### src/pkg/aaf_pkg.sv
// Constants, field layouts and types of the accumulate/average filter.
// Assumes one 200 MHz core clock and an 8-bit register port.
package aaf_pkg;

  // ****************************************
  // Register offsets (byte port, 8 bits)
  // ****************************************
  localparam logic [3:0] OFF_ACC_LO  = 4'h0; // Accumulator low byte
  localparam logic [3:0] OFF_ACC_HI  = 4'h1; // Accumulator high byte
  localparam logic [3:0] OFF_COUNT   = 4'h2; // Sample count
  localparam logic [3:0] OFF_REPEAT  = 4'h3; // Repeat setting
  localparam logic [3:0] OFF_CTRL    = 4'h4; // Computation control
  localparam logic [3:0] OFF_STAT    = 4'h5; // Computation status
  localparam logic [3:0] OFF_FLT_LO  = 4'h6; // Filter result low byte
  localparam logic [3:0] OFF_FLT_HI  = 4'h7; // Filter result high byte

  // ****************************************
  // Control field positions
  // ****************************************
  localparam int CTRL_MODE_LSB  = 0; // Mode field bits 2:0
  localparam int CTRL_SHIFT_LSB = 3; // Shift field bits 5:3
  localparam int CTRL_CLR_BIT   = 6; // Accumulator clear bit
  localparam int CTRL_GO_BIT    = 7; // Conversion start bit
  localparam int STAT_OVF_BIT   = 0; // Overflow flag
  localparam int STAT_BUSY_BIT  = 1; // Clear in progress

  // ****************************************
  // Reset values and counts
  // ****************************************
  localparam logic [7:0]  CTRL_RST   = 8'h00;
  localparam logic [7:0]  REPEAT_RST = 8'h00;
  localparam logic [15:0] ACC_RST    = 16'h0000;
  localparam logic [7:0]  COUNT_RST  = 8'h00;
  localparam logic [7:0]  COUNT_MAX  = 8'hFF;
  localparam logic [2:0]  CLR_CYCLES = 3'h5; // Converter clocks per clear

  // ****************************************
  // Modes and states
  // ****************************************
  typedef enum logic [2:0] {
    MODE_BASIC = 3'h0,
    MODE_ACCUM = 3'h1,
    MODE_AVG   = 3'h2
  } aaf_mode_e;

  typedef enum logic [1:0] {
    ST_RUN   = 2'h1,
    ST_CLEAR = 2'h2
  } aaf_state_e;

  // Control register layout
  typedef struct packed {
    logic       go;
    logic       clr;
    logic [2:0] shift;
    logic [2:0] mode;
  } aaf_ctrl_s;

endpackage

### src/rtl/aaf_filter.sv
// Accumulate/average post-processing behind a converter result path.
// Assumes conversion results arrive on the core clock as one-cycle
// strobes, already right-justified, and a simple byte register port.
`timescale 1ns/100ps

module aaf_filter #(
  parameter int RES_W = 10 // Conversion result width
) (
  // Clock and reset
  input  wire logic             core_clk_i,
  input  wire logic             srst_i,
  // Register port
  input  wire logic [3:0]       reg_addr_i,
  input  wire logic [7:0]       reg_wdata_i,
  input  wire logic             reg_wr_i,
  input  wire logic             reg_rd_i,
  output logic      [7:0]       reg_rdata_o,
  // Converter result path
  input  wire logic             res_valid_i,
  input  wire logic [RES_W-1:0] res_data_i,
  output logic                  conv_start_o,
  // Threshold comparison request
  output logic                  cmp_req_o,
  output logic      [15:0]      cmp_value_o
);

  // ****************************************
  // Registers
  // ****************************************
  aaf_pkg::aaf_ctrl_s  ctrl_r;      // Mode, shift, clear, go
  aaf_pkg::aaf_state_e state_r;     // Run or clearing
  logic [15:0]         acc_r;       // Accumulator value
  logic [7:0]          count_r;     // Sample count
  logic [7:0]          repeat_r;    // Repeat setting
  logic [15:0]         flt_r;       // Filter result
  logic                ovf_r;       // Overflow flag
  logic [2:0]          clr_cnt_r;   // Clear cycle counter

  // ****************************************
  // Combinational helpers
  // ****************************************
  logic [16:0] sum_nxt;    // Sum with carry out
  logic        take;       // Sample joins accumulator
  logic        clr_done;   // Last cycle of clearing
  logic        wr_ctrl;    // Write to control register
  aaf_pkg::aaf_ctrl_s wctrl; // Control write data view

  assign wctrl   = aaf_pkg::aaf_ctrl_s'(reg_wdata_i);
  assign wr_ctrl = reg_wr_i && (reg_addr_i == aaf_pkg::OFF_CTRL);

  // Result is taken zero-extended, so the sum stays right-justified
  // whatever format the converter presents elsewhere.
  assign sum_nxt = {1'b0, acc_r}
                 + {{(17-RES_W){1'b0}}, res_data_i};

  // Only the two accumulating modes feed the accumulator; samples
  // landing during a clear are dropped so the clear stays clean.
  assign take = res_valid_i && (state_r == aaf_pkg::ST_RUN)
             && ((ctrl_r.mode == aaf_pkg::MODE_ACCUM)
             ||  (ctrl_r.mode == aaf_pkg::MODE_AVG));

  assign clr_done = (state_r == aaf_pkg::ST_CLEAR)
                 && (clr_cnt_r == aaf_pkg::CLR_CYCLES - 3'h1);

  // ****************************************
  // Clear sequencer
  // ****************************************

  // Clear runs a fixed number of converter cycles before the
  // state is zeroed; the block runs on the converter clock.
  always_ff @(posedge core_clk_i) begin
    if (srst_i) begin
      state_r   <= aaf_pkg::ST_RUN;
      clr_cnt_r <= 3'h0;
    end else begin
      case (state_r)
        aaf_pkg::ST_RUN: begin
          // Software request starts the sequence
          if (wr_ctrl && wctrl.clr) begin
            state_r   <= aaf_pkg::ST_CLEAR;
            clr_cnt_r <= 3'h0;
          end
        end
        aaf_pkg::ST_CLEAR: begin
          // Count the clear cycles
          if (clr_done) begin
            state_r <= aaf_pkg::ST_RUN;
          end else begin
            clr_cnt_r <= clr_cnt_r + 3'h1;
          end
        end
        default: begin
          state_r <= aaf_pkg::ST_RUN;
        end
      endcase
    end
  end

  // ****************************************
  // Control register
  // ****************************************

  // Clear bit reads back high until the sequence ends, so
  // software can poll it; go is a self-clearing request.
  always_ff @(posedge core_clk_i) begin
    if (srst_i) begin
      ctrl_r <= aaf_pkg::aaf_ctrl_s'(aaf_pkg::CTRL_RST);
    end else begin
      if (wr_ctrl) begin
        ctrl_r.mode  <= wctrl.mode;
        ctrl_r.shift <= wctrl.shift;
        ctrl_r.go    <= wctrl.go;
        // Writing zero never cancels a running clear, and a clear
        // write landing on the last clear cycle is absorbed rather
        // than leaving the bit stuck high with no sequence behind it
        if (state_r == aaf_pkg::ST_RUN) begin
          ctrl_r.clr <= wctrl.clr;
        end else begin
          ctrl_r.clr <= !clr_done;
        end
      end else begin
        ctrl_r.go <= 1'b0;
        if (clr_done) begin
          ctrl_r.clr <= 1'b0;
        end
      end
    end
  end

  // Start pulse toward the converter core
  always_ff @(posedge core_clk_i) begin
    if (srst_i) begin
      conv_start_o <= 1'b0;
    end else begin
      conv_start_o <= wr_ctrl && wctrl.go;
    end
  end

  // ****************************************
  // Repeat setting
  // ****************************************

  // Number of samples software wants gathered
  always_ff @(posedge core_clk_i) begin
    if (srst_i) begin
      repeat_r <= aaf_pkg::REPEAT_RST;
    end else if (reg_wr_i && (reg_addr_i == aaf_pkg::OFF_REPEAT)) begin
      repeat_r <= reg_wdata_i;
    end
  end

  // ****************************************
  // Accumulator
  // ****************************************

  // Hardware sample wins over a software byte write in the same
  // cycle, so no conversion is ever lost to a register write.
  always_ff @(posedge core_clk_i) begin
    if (srst_i) begin
      acc_r <= aaf_pkg::ACC_RST;
    end else if (clr_done) begin
      acc_r <= aaf_pkg::ACC_RST;
    end else if (take) begin
      // Low 16 bits kept; wrap modulo 65536
      acc_r <= sum_nxt[15:0];
    end else if (reg_wr_i && (reg_addr_i == aaf_pkg::OFF_ACC_LO)) begin
      acc_r[7:0] <= reg_wdata_i;
    end else if (reg_wr_i && (reg_addr_i == aaf_pkg::OFF_ACC_HI)) begin
      acc_r[15:8] <= reg_wdata_i;
    end
  end

  // ****************************************
  // Overflow flag
  // ****************************************

  // Sticky; only the clear sequence removes it
  always_ff @(posedge core_clk_i) begin
    if (srst_i) begin
      ovf_r <= 1'b0;
    end else if (take && sum_nxt[16]) begin
      ovf_r <= 1'b1;
    end else if (clr_done) begin
      ovf_r <= 1'b0;
    end
  end

  // ****************************************
  // Sample count
  // ****************************************

  // Saturates rather than wrapping so that a long run still
  // compares as at-or-beyond the repeat setting.
  always_ff @(posedge core_clk_i) begin
    if (srst_i) begin
      count_r <= aaf_pkg::COUNT_RST;
    end else if (clr_done) begin
      count_r <= aaf_pkg::COUNT_RST;
    end else if (take && (count_r != aaf_pkg::COUNT_MAX)) begin
      count_r <= count_r + 8'h01;
    end
  end

  // ****************************************
  // Filter result
  // ****************************************

  // Shifted copy of the new sum, taken on every accepted sample
  // in either accumulating mode; larger shift settings scale it down more.
  always_ff @(posedge core_clk_i) begin
    if (srst_i) begin
      flt_r <= 16'h0000;
    end else if (clr_done) begin
      flt_r <= 16'h0000;
    end else if (take) begin
      flt_r <= sum_nxt[15:0] >> ctrl_r.shift;
    end
  end

  // ****************************************
  // Threshold comparison request
  // ****************************************

  // Decides when the external comparator acts and on what value;
  // the comparison itself lives outside this block.
  always_ff @(posedge core_clk_i) begin
    if (srst_i) begin
      cmp_req_o   <= 1'b0;
      cmp_value_o <= 16'h0000;
    end else begin
      cmp_req_o <= 1'b0;
      if (res_valid_i && (state_r == aaf_pkg::ST_RUN)) begin
        case (ctrl_r.mode)
          aaf_pkg::MODE_ACCUM: begin
            // Every sample, on the accumulated value
            cmp_req_o   <= 1'b1;
            cmp_value_o <= sum_nxt[15:0];
          end
          aaf_pkg::MODE_AVG: begin
            // Only once enough samples are in, on the average
            if ((count_r + 8'h01 >= repeat_r)
                || (count_r == aaf_pkg::COUNT_MAX)) begin
              cmp_req_o <= 1'b1;
            end
            cmp_value_o <= sum_nxt[15:0] >> ctrl_r.shift;
          end
          default: begin
            // Basic and unused modes compare the raw result
            cmp_req_o   <= 1'b1;
            cmp_value_o <= {{(16-RES_W){1'b0}}, res_data_i};
          end
        endcase
      end
    end
  end

  // ****************************************
  // Read port
  // ****************************************

  // Data stand in the cycle after the strobe only; unmapped
  // offsets and idle cycles read as zero.
  always_ff @(posedge core_clk_i) begin
    if (srst_i) begin
      reg_rdata_o <= 8'h00;
    end else if (reg_rd_i) begin
      case (reg_addr_i)
        aaf_pkg::OFF_ACC_LO: reg_rdata_o <= acc_r[7:0];
        aaf_pkg::OFF_ACC_HI: reg_rdata_o <= acc_r[15:8];
        aaf_pkg::OFF_COUNT:  reg_rdata_o <= count_r;
        aaf_pkg::OFF_REPEAT: reg_rdata_o <= repeat_r;
        aaf_pkg::OFF_CTRL:   reg_rdata_o <= ctrl_r;
        aaf_pkg::OFF_STAT: begin
          reg_rdata_o <= 8'h00;
          reg_rdata_o[aaf_pkg::STAT_OVF_BIT]  <= ovf_r;
          reg_rdata_o[aaf_pkg::STAT_BUSY_BIT] <= (state_r == aaf_pkg::ST_CLEAR);
        end
        aaf_pkg::OFF_FLT_LO: reg_rdata_o <= flt_r[7:0];
        aaf_pkg::OFF_FLT_HI: reg_rdata_o <= flt_r[15:8];
        default:             reg_rdata_o <= 8'h00;
      endcase
    end else begin
      reg_rdata_o <= 8'h00;
    end
  end

endmodule

### config.mk
export PLATFORM = sky130hd
export DESIGN_NAME = aaf_filter
export DESIGN_NICKNAME = d
export VERILOG_FILES = /design/src/pkg/aaf_pkg.sv /design/src/rtl/aaf_filter.sv
export SDC_FILE = /design/constraint.sdc
export NUM_CORES = 1
export LEC_CHECK = 0
export BUFFER_PORTS_ARGS = -buffer_cell sky130_fd_sc_hd__buf_4
export CAP_MARGIN = 30
export CORE_MARGIN = 2
export CORE_UTILIZATION = 55
export DETAILED_ROUTE_END_ITERATION = 6
export PLACE_DENSITY = 0.76
export SLEW_MARGIN = 20
export SYNTH_ARGS = -nofsm -noshare
export SYNTH_HDL_FRONTEND = slang
export SYNTH_SLANG_ARGS = --single-unit
export TNS_END_PERCENT = 1
### constraint.sdc
create_clock -name core_clk_i -period 8.3 [get_ports core_clk_i]
set_input_delay 0.415 -clock core_clk_i [delete_from_list [all_inputs] [get_ports core_clk_i]]
set_output_delay 0.415 -clock core_clk_i [all_outputs]
set_load 0.03 [all_outputs]
After elaboration in Yosys (flattened, before gate mapping)
Cells that the tools add are included.

cells by class
  magnitude comparators = 1
  reductions and logical operators = 27
  equal/unequal tests = 18
  $add $sub $neg = 3
  mux-type cells = 18
  divide/modulo/power cells = 0
  shifts and indexed selects = 1
  bitwise gates (word level) = 3
  multiply operators = 0

operator list
  operator                                       count
  one-hot mux 8 bit (8 select lines)             1
  one-hot mux 16 bit (2 select lines)            1
  two-way mux 8 bit                              3
  adder 16 x 10 -> 17 bit                        1
  == test 4 x 3 -> 1 bit, second input constant  4
  two-way mux 16 bit                             1
  >> shifter 16 x 3 -> 16 bit                    1
  logical AND 1 bit                              11
  nonzero test 2 bit                             5
  adder 8 x 1 -> 8 bit, second input constant    1
  == test 4 x 2 -> 1 bit, second input constant  2
  == test 8 bit, second input constant           1
  greater-or-equal comparator 8 bit              1
  inequality test 2 bit, second input constant   4
  inequality test 8 bit, second input constant   1
  OR reduction 2 bit                             4
  two-way mux 1 bit                              6
  two-way mux 3 bit                              2
  one-hot mux 3 bit (2 select lines)             1
  == test 4 x 1 -> 1 bit, second input constant  1
  logical NOT 4 bit                              1
  two-way mux 2 bit                              2
  one-hot mux 2 bit (2 select lines)             1
  AND reduction 2 bit                            2
  other kinds (10)                               13

storage, ports and cells
  memories = 0
  register bits = 88
  output and inout bits = 26
  memory bits (read-only) = 0
  memory bits (writable) = 0
  word-level logic and storage cells = 87
  bits in latches = 0
  bits of input ports = 27

Depth between registers and ports, before layout
  depth in word-level cells = 5
  gate-level depth with buffers = 12
  mapped depth without buffers = 11

Worst setup path after synthesis
Ideal clock, no wire load.

  path type = in2reg
  from = in res_data_i[0]
  to = reg cmp_value_o[4]
  setup time = 135 ps
  arrival = 2788 ps
  stages on the path = 11
  slack = 5377 ps
  required time = 8165 ps
  path buffers = 0
  cells stage by stage = ha_1 -> inv_1 -> fa_1 -> nor2b_1 -> o31ai_1 -> a22oi_1 -> xor2_1 -> a221o_1 -> mux4_2 -> a222oi_1 -> a211oi_1

between the ends
  cells in the longest elaborated chain, start to end = 3

ends and longest elaborated chain
  item                                     RTL line           text
  from (decl)                              aaf_filter.sv:20   input wire logic [RES_W-1:0] res_data_i,
  adder 16 x 10 -> 17 bit (*)              aaf_filter.sv:54   + {{(17-RES_W){1'b0}}, res_data_i};
  >> shifter 16 x 3 -> 16 bit              aaf_filter.sv:245  cmp_value_o <= sum_nxt[15:0] >> ctrl_r.shift;
  one-hot mux 16 bit (2 select lines) (*)  aaf_filter.sv:233  case (ctrl_r.mode)
  to (signal assigned)                     aaf_filter.sv:237  cmp_value_o <= sum_nxt[15:0];
  to (signal assigned)                     aaf_filter.sv:245
  to (signal assigned)                     aaf_filter.sv:250  cmp_value_o <= {{(16-RES_W){1'b0}}, res_data_i};
  to (decl)                                aaf_filter.sv:24   output logic [15:0] cmp_value_o

Every way passes the cells marked *; elsewhere a longest branch is shown, timed or not.
A chain may end at the register's enable or synchronous reset.

Worst setup path after layout
  from = reg acc_r[0]
  to = reg cmp_value_o[5]

between the ends
  cells in the longest elaborated chain, start to end = 3

ends and longest elaborated chain
  item                                     RTL line           text
  from (decl)                              aaf_filter.sv:32   logic [15:0] acc_r;
  from (signal assigned)                   aaf_filter.sv:160  acc_r <= aaf_pkg::ACC_RST;
  from (signal assigned)                   aaf_filter.sv:162  acc_r <= aaf_pkg::ACC_RST;
  from (signal assigned)                   aaf_filter.sv:165  acc_r <= sum_nxt[15:0];
  adder 16 x 10 -> 17 bit (*)              aaf_filter.sv:54
  >> shifter 16 x 3 -> 16 bit              aaf_filter.sv:245
  one-hot mux 16 bit (2 select lines) (*)  aaf_filter.sv:233

Marks and branches as above.

==> run metrics <==
RSZ-0062 raised after global routing no; Die Ht 107 um; routed wire length 19500 um; Worst Path Arrival ~3700 ps; synthesis-stage register bit count between 80 and 90; CTS max path bufs 2; Tightest Pin Transition 795 ps; Initial Util 56.5%; Port Buffers 52; Yosys top cell area share 30.2%; GR Util met3 5.35%; I/O pins 53; fmax 292 MHz; synthesized area per cell ~8.1 sq um; largest net degree at the start of global routing 42; Critical Path RT 8530 ps; worst path cell trace ha_1, inv_1, fa_1, nor2b_1, o2111ai_2, a21boi_4, or2_1, a211oi_1, mux4_2, a222oi_1, a211oi_1; Post-synth top flop dfxtp_1; period utilization slightly above 40%; Detailed Place HPWL 14600 um; hold buffers post-CTS 0; Inserted Clock Buffers 9; Max-slew headroom 46.9%; Overflow after GRT 0; Diodes inserted 0; VDD IR max 0.0779 mV; dpl ws 4890 ps; Clock Latency Late Sink 380 ps; M2 GR Usage 56.2%; # setup viols final 0; post_cts resized 0; first-pass GRT wire length 30100 um; path type of the worst min-delay path primary input to flip-flop; clk root buf clkbuf_8; WL per Instance 22.0 um; max-cap violations 0; antenna violations before repair 0; Post-Synthesis Cell Area 5830 sq um; grt peak-use layer met2; DR vias/cell 6.56; met1 Usage GRT between 40% and 50%; iteration-0 DRC count of the detailed router 763; Pre-Repair DR Iteration Count 6; core box area 10300 sq um; max incr delay on CP 520 ps; Final Non-Filler Cells 884; Filler cells 912; main area contributors after synthesis dfxtp_1, nor2_1, mux2i_1; layout cells sized above 1 15.1%; placed insts roughly 870; PwrDens ~140 nW/um^2; CP max FO 7; synth unique cells 69; final core occ 62.5%; Cell Rows 37; area delta synth->final 10.8%; CTS clk-pin slew, worst paths 110 ps; EDFF count, synth 0; CTS H-tree depth 3; Syn Inst Count a little over 700; vias in the first global route 5403; CP dominant cell by count a211oi_1; setup bufs post-CTS 0; delay-heaviest family, CP compound AO/OA/AOI/OAI gates; DRC errors left 0; CP Launch Type flip-flop; max-slew violations 0; Syn Nets 771; yosys warns 0; min Tclk post-route approximately 3400 ps; gr usage total between 30% and 40%; via count a little under 6000; Fin Clk Skew around 22 ps; Sum Neg Setup Slack 0 ps; crit path kind flip-flop to flip-flop; # nets final 792; Synth area leader dfxtp_1; GPL Wtd Cong 0.952; Die W 107 um; CTS tree built; Post-synth ARST share 0%; endpoint class of the critical path flip-flop; worst setup margin approximately 5000 ps; outcome complete, no violations; ANT nets after route 0; Lkg Pwr 2.57 nW; CP bufs+invs 1; CP max-delay cell mux4_2; sequential-to-total area share from yosys stat 30.2%; Sink Count 88; final hold vios 0; full die area ~11000 sq um
report_power, final:
group / internal [mW] / leakage, nW / switching, mW
registers: 0.431 / 0.713 / 0.00888
logic: 0.0566 / 1.76 / 0.0985
clock network: 0.118 / 0.101 / 0.181
total: 0.606 / 2.57 / 0.289
synth_stat cells, types with 13 or more instances:
library cell / number
nor3_1: 20
o21ai_0: 35
a211oi_1: 19
a22oi_1: 13
a221oi_1: 17
ha_1: 21
mux2i_1: 37
nor2_1: 107
clkbuf_1: 43
mux2_2: 16
dfxtp_1: 88
nand2_1: 45
nand3_1: 25
xor2_1: 13
inv_1: 20
a21oi_1: 37
metrics by stage:
step	hold slack, ps	instance area, sq um	power [mW]
global route	321	6460	0.926
finish	322	6460	0.895
floorplan	415	5830	0.544
detailed placement	438	6260	0.600
CTS	312	6460	0.891
global placement	430	6240	0.598
final cells by class:
| class | instances | area (sq um) | share of cell area [%] |
|---|---|---|---|
| sequential | 88 | 1760 | 27.3 |
| multi-input combinational | 561 | 3780 | 58.5 |
| clock inverter | 7 | 73.8 | 1.14 |
| inverter | 22 | 82.6 | 1.28 |
| tap | 136 | 170 | 2.64 |
| timing repair buffer | 61 | 465 | 7.21 |
| clock buffer | 9 | 124 | 1.92 |
sequential cells by signal (all words and copies together) (netlist names):
name,cells
ovf_r,1
reg_rdata_o,8
ctrl_r,8
clr_cnt_r,3
state_r,2
conv_start_o,1
acc_r,16
cmp_value_o,16
cmp_req_o,1
flt_r,16
count_r,8
repeat_r,8
cell families (layout without fill, tap and decap cells):
group	count (synthesis)	count (layout)	share of synthesized area [%]
adders and majority gates	22	22	4.85
and+or+nand+nor	248	248	19.4
muxes	58	58	11.4
DFF	88	88	30.2
buffers and inverters	73	99	5.02
AOI/OAI and AO/OA	208	208	25.3
xor gates and xnor gates	25	25	3.76
cell usage in the layout (no fill, tap or decap), drive strengths merged, types with 4 or more instances in the layout:
cell / instances
a21o: 9
inv: 24
and2: 8
ha: 21
mux2i: 37
or2: 5
and3: 10
nand2: 45
o21ai: 36
a21oi: 38
a21boi: 7
dfxtp: 88
o21a: 5
mux2: 16
o31ai: 5
nand4: 5
a221o: 5
a22oi: 13
or3: 4
a221oi: 17
mux4: 5
nor2: 107
o211ai: 10
nand3: 25
clkinv: 5
nor2b: 10
buf: 61
a31oi: 9
clkbuf: 9
a311oi: 10
xnor2: 12
nor3: 20
xor2: 13
a211oi: 20
worst paths after layout:
| kind | from | to | slack, ps | cells past startpoint |
|---|---|---|---|---|
| worst min register to register | ovf_r$_SDFFE_PP0P_ | ovf_r$_SDFFE_PP0P_ | 450 | 2 |
| worst min-delay path | reg_wdata_i[1] | ctrl_r[1]$_SDFFE_PP0P_ | 320 | 3 |
| worst max-delay path | acc_r[0]$_SDFFE_PP0P_ | cmp_value_o[5]$_SDFFE_PP0P_ | 4880 | 11 |
| worst max register to register | acc_r[0]$_SDFFE_PP0P_ | cmp_value_o[5]$_SDFFE_PP0P_ | 4880 | 11 |
per-layer routing:
metal / wire length, um / vias up
li1: - / 2701
met1: 8100 / 2712
met2: 8970 / 332
met3: 1540 / 56
met4: 857 / 0
met5: 0 / -
worst min-delay path: stages:
cell     delay, ps
buf_4          110
mux2i_1         70
nor2_1          70
(Power assumes the default switching activity.)
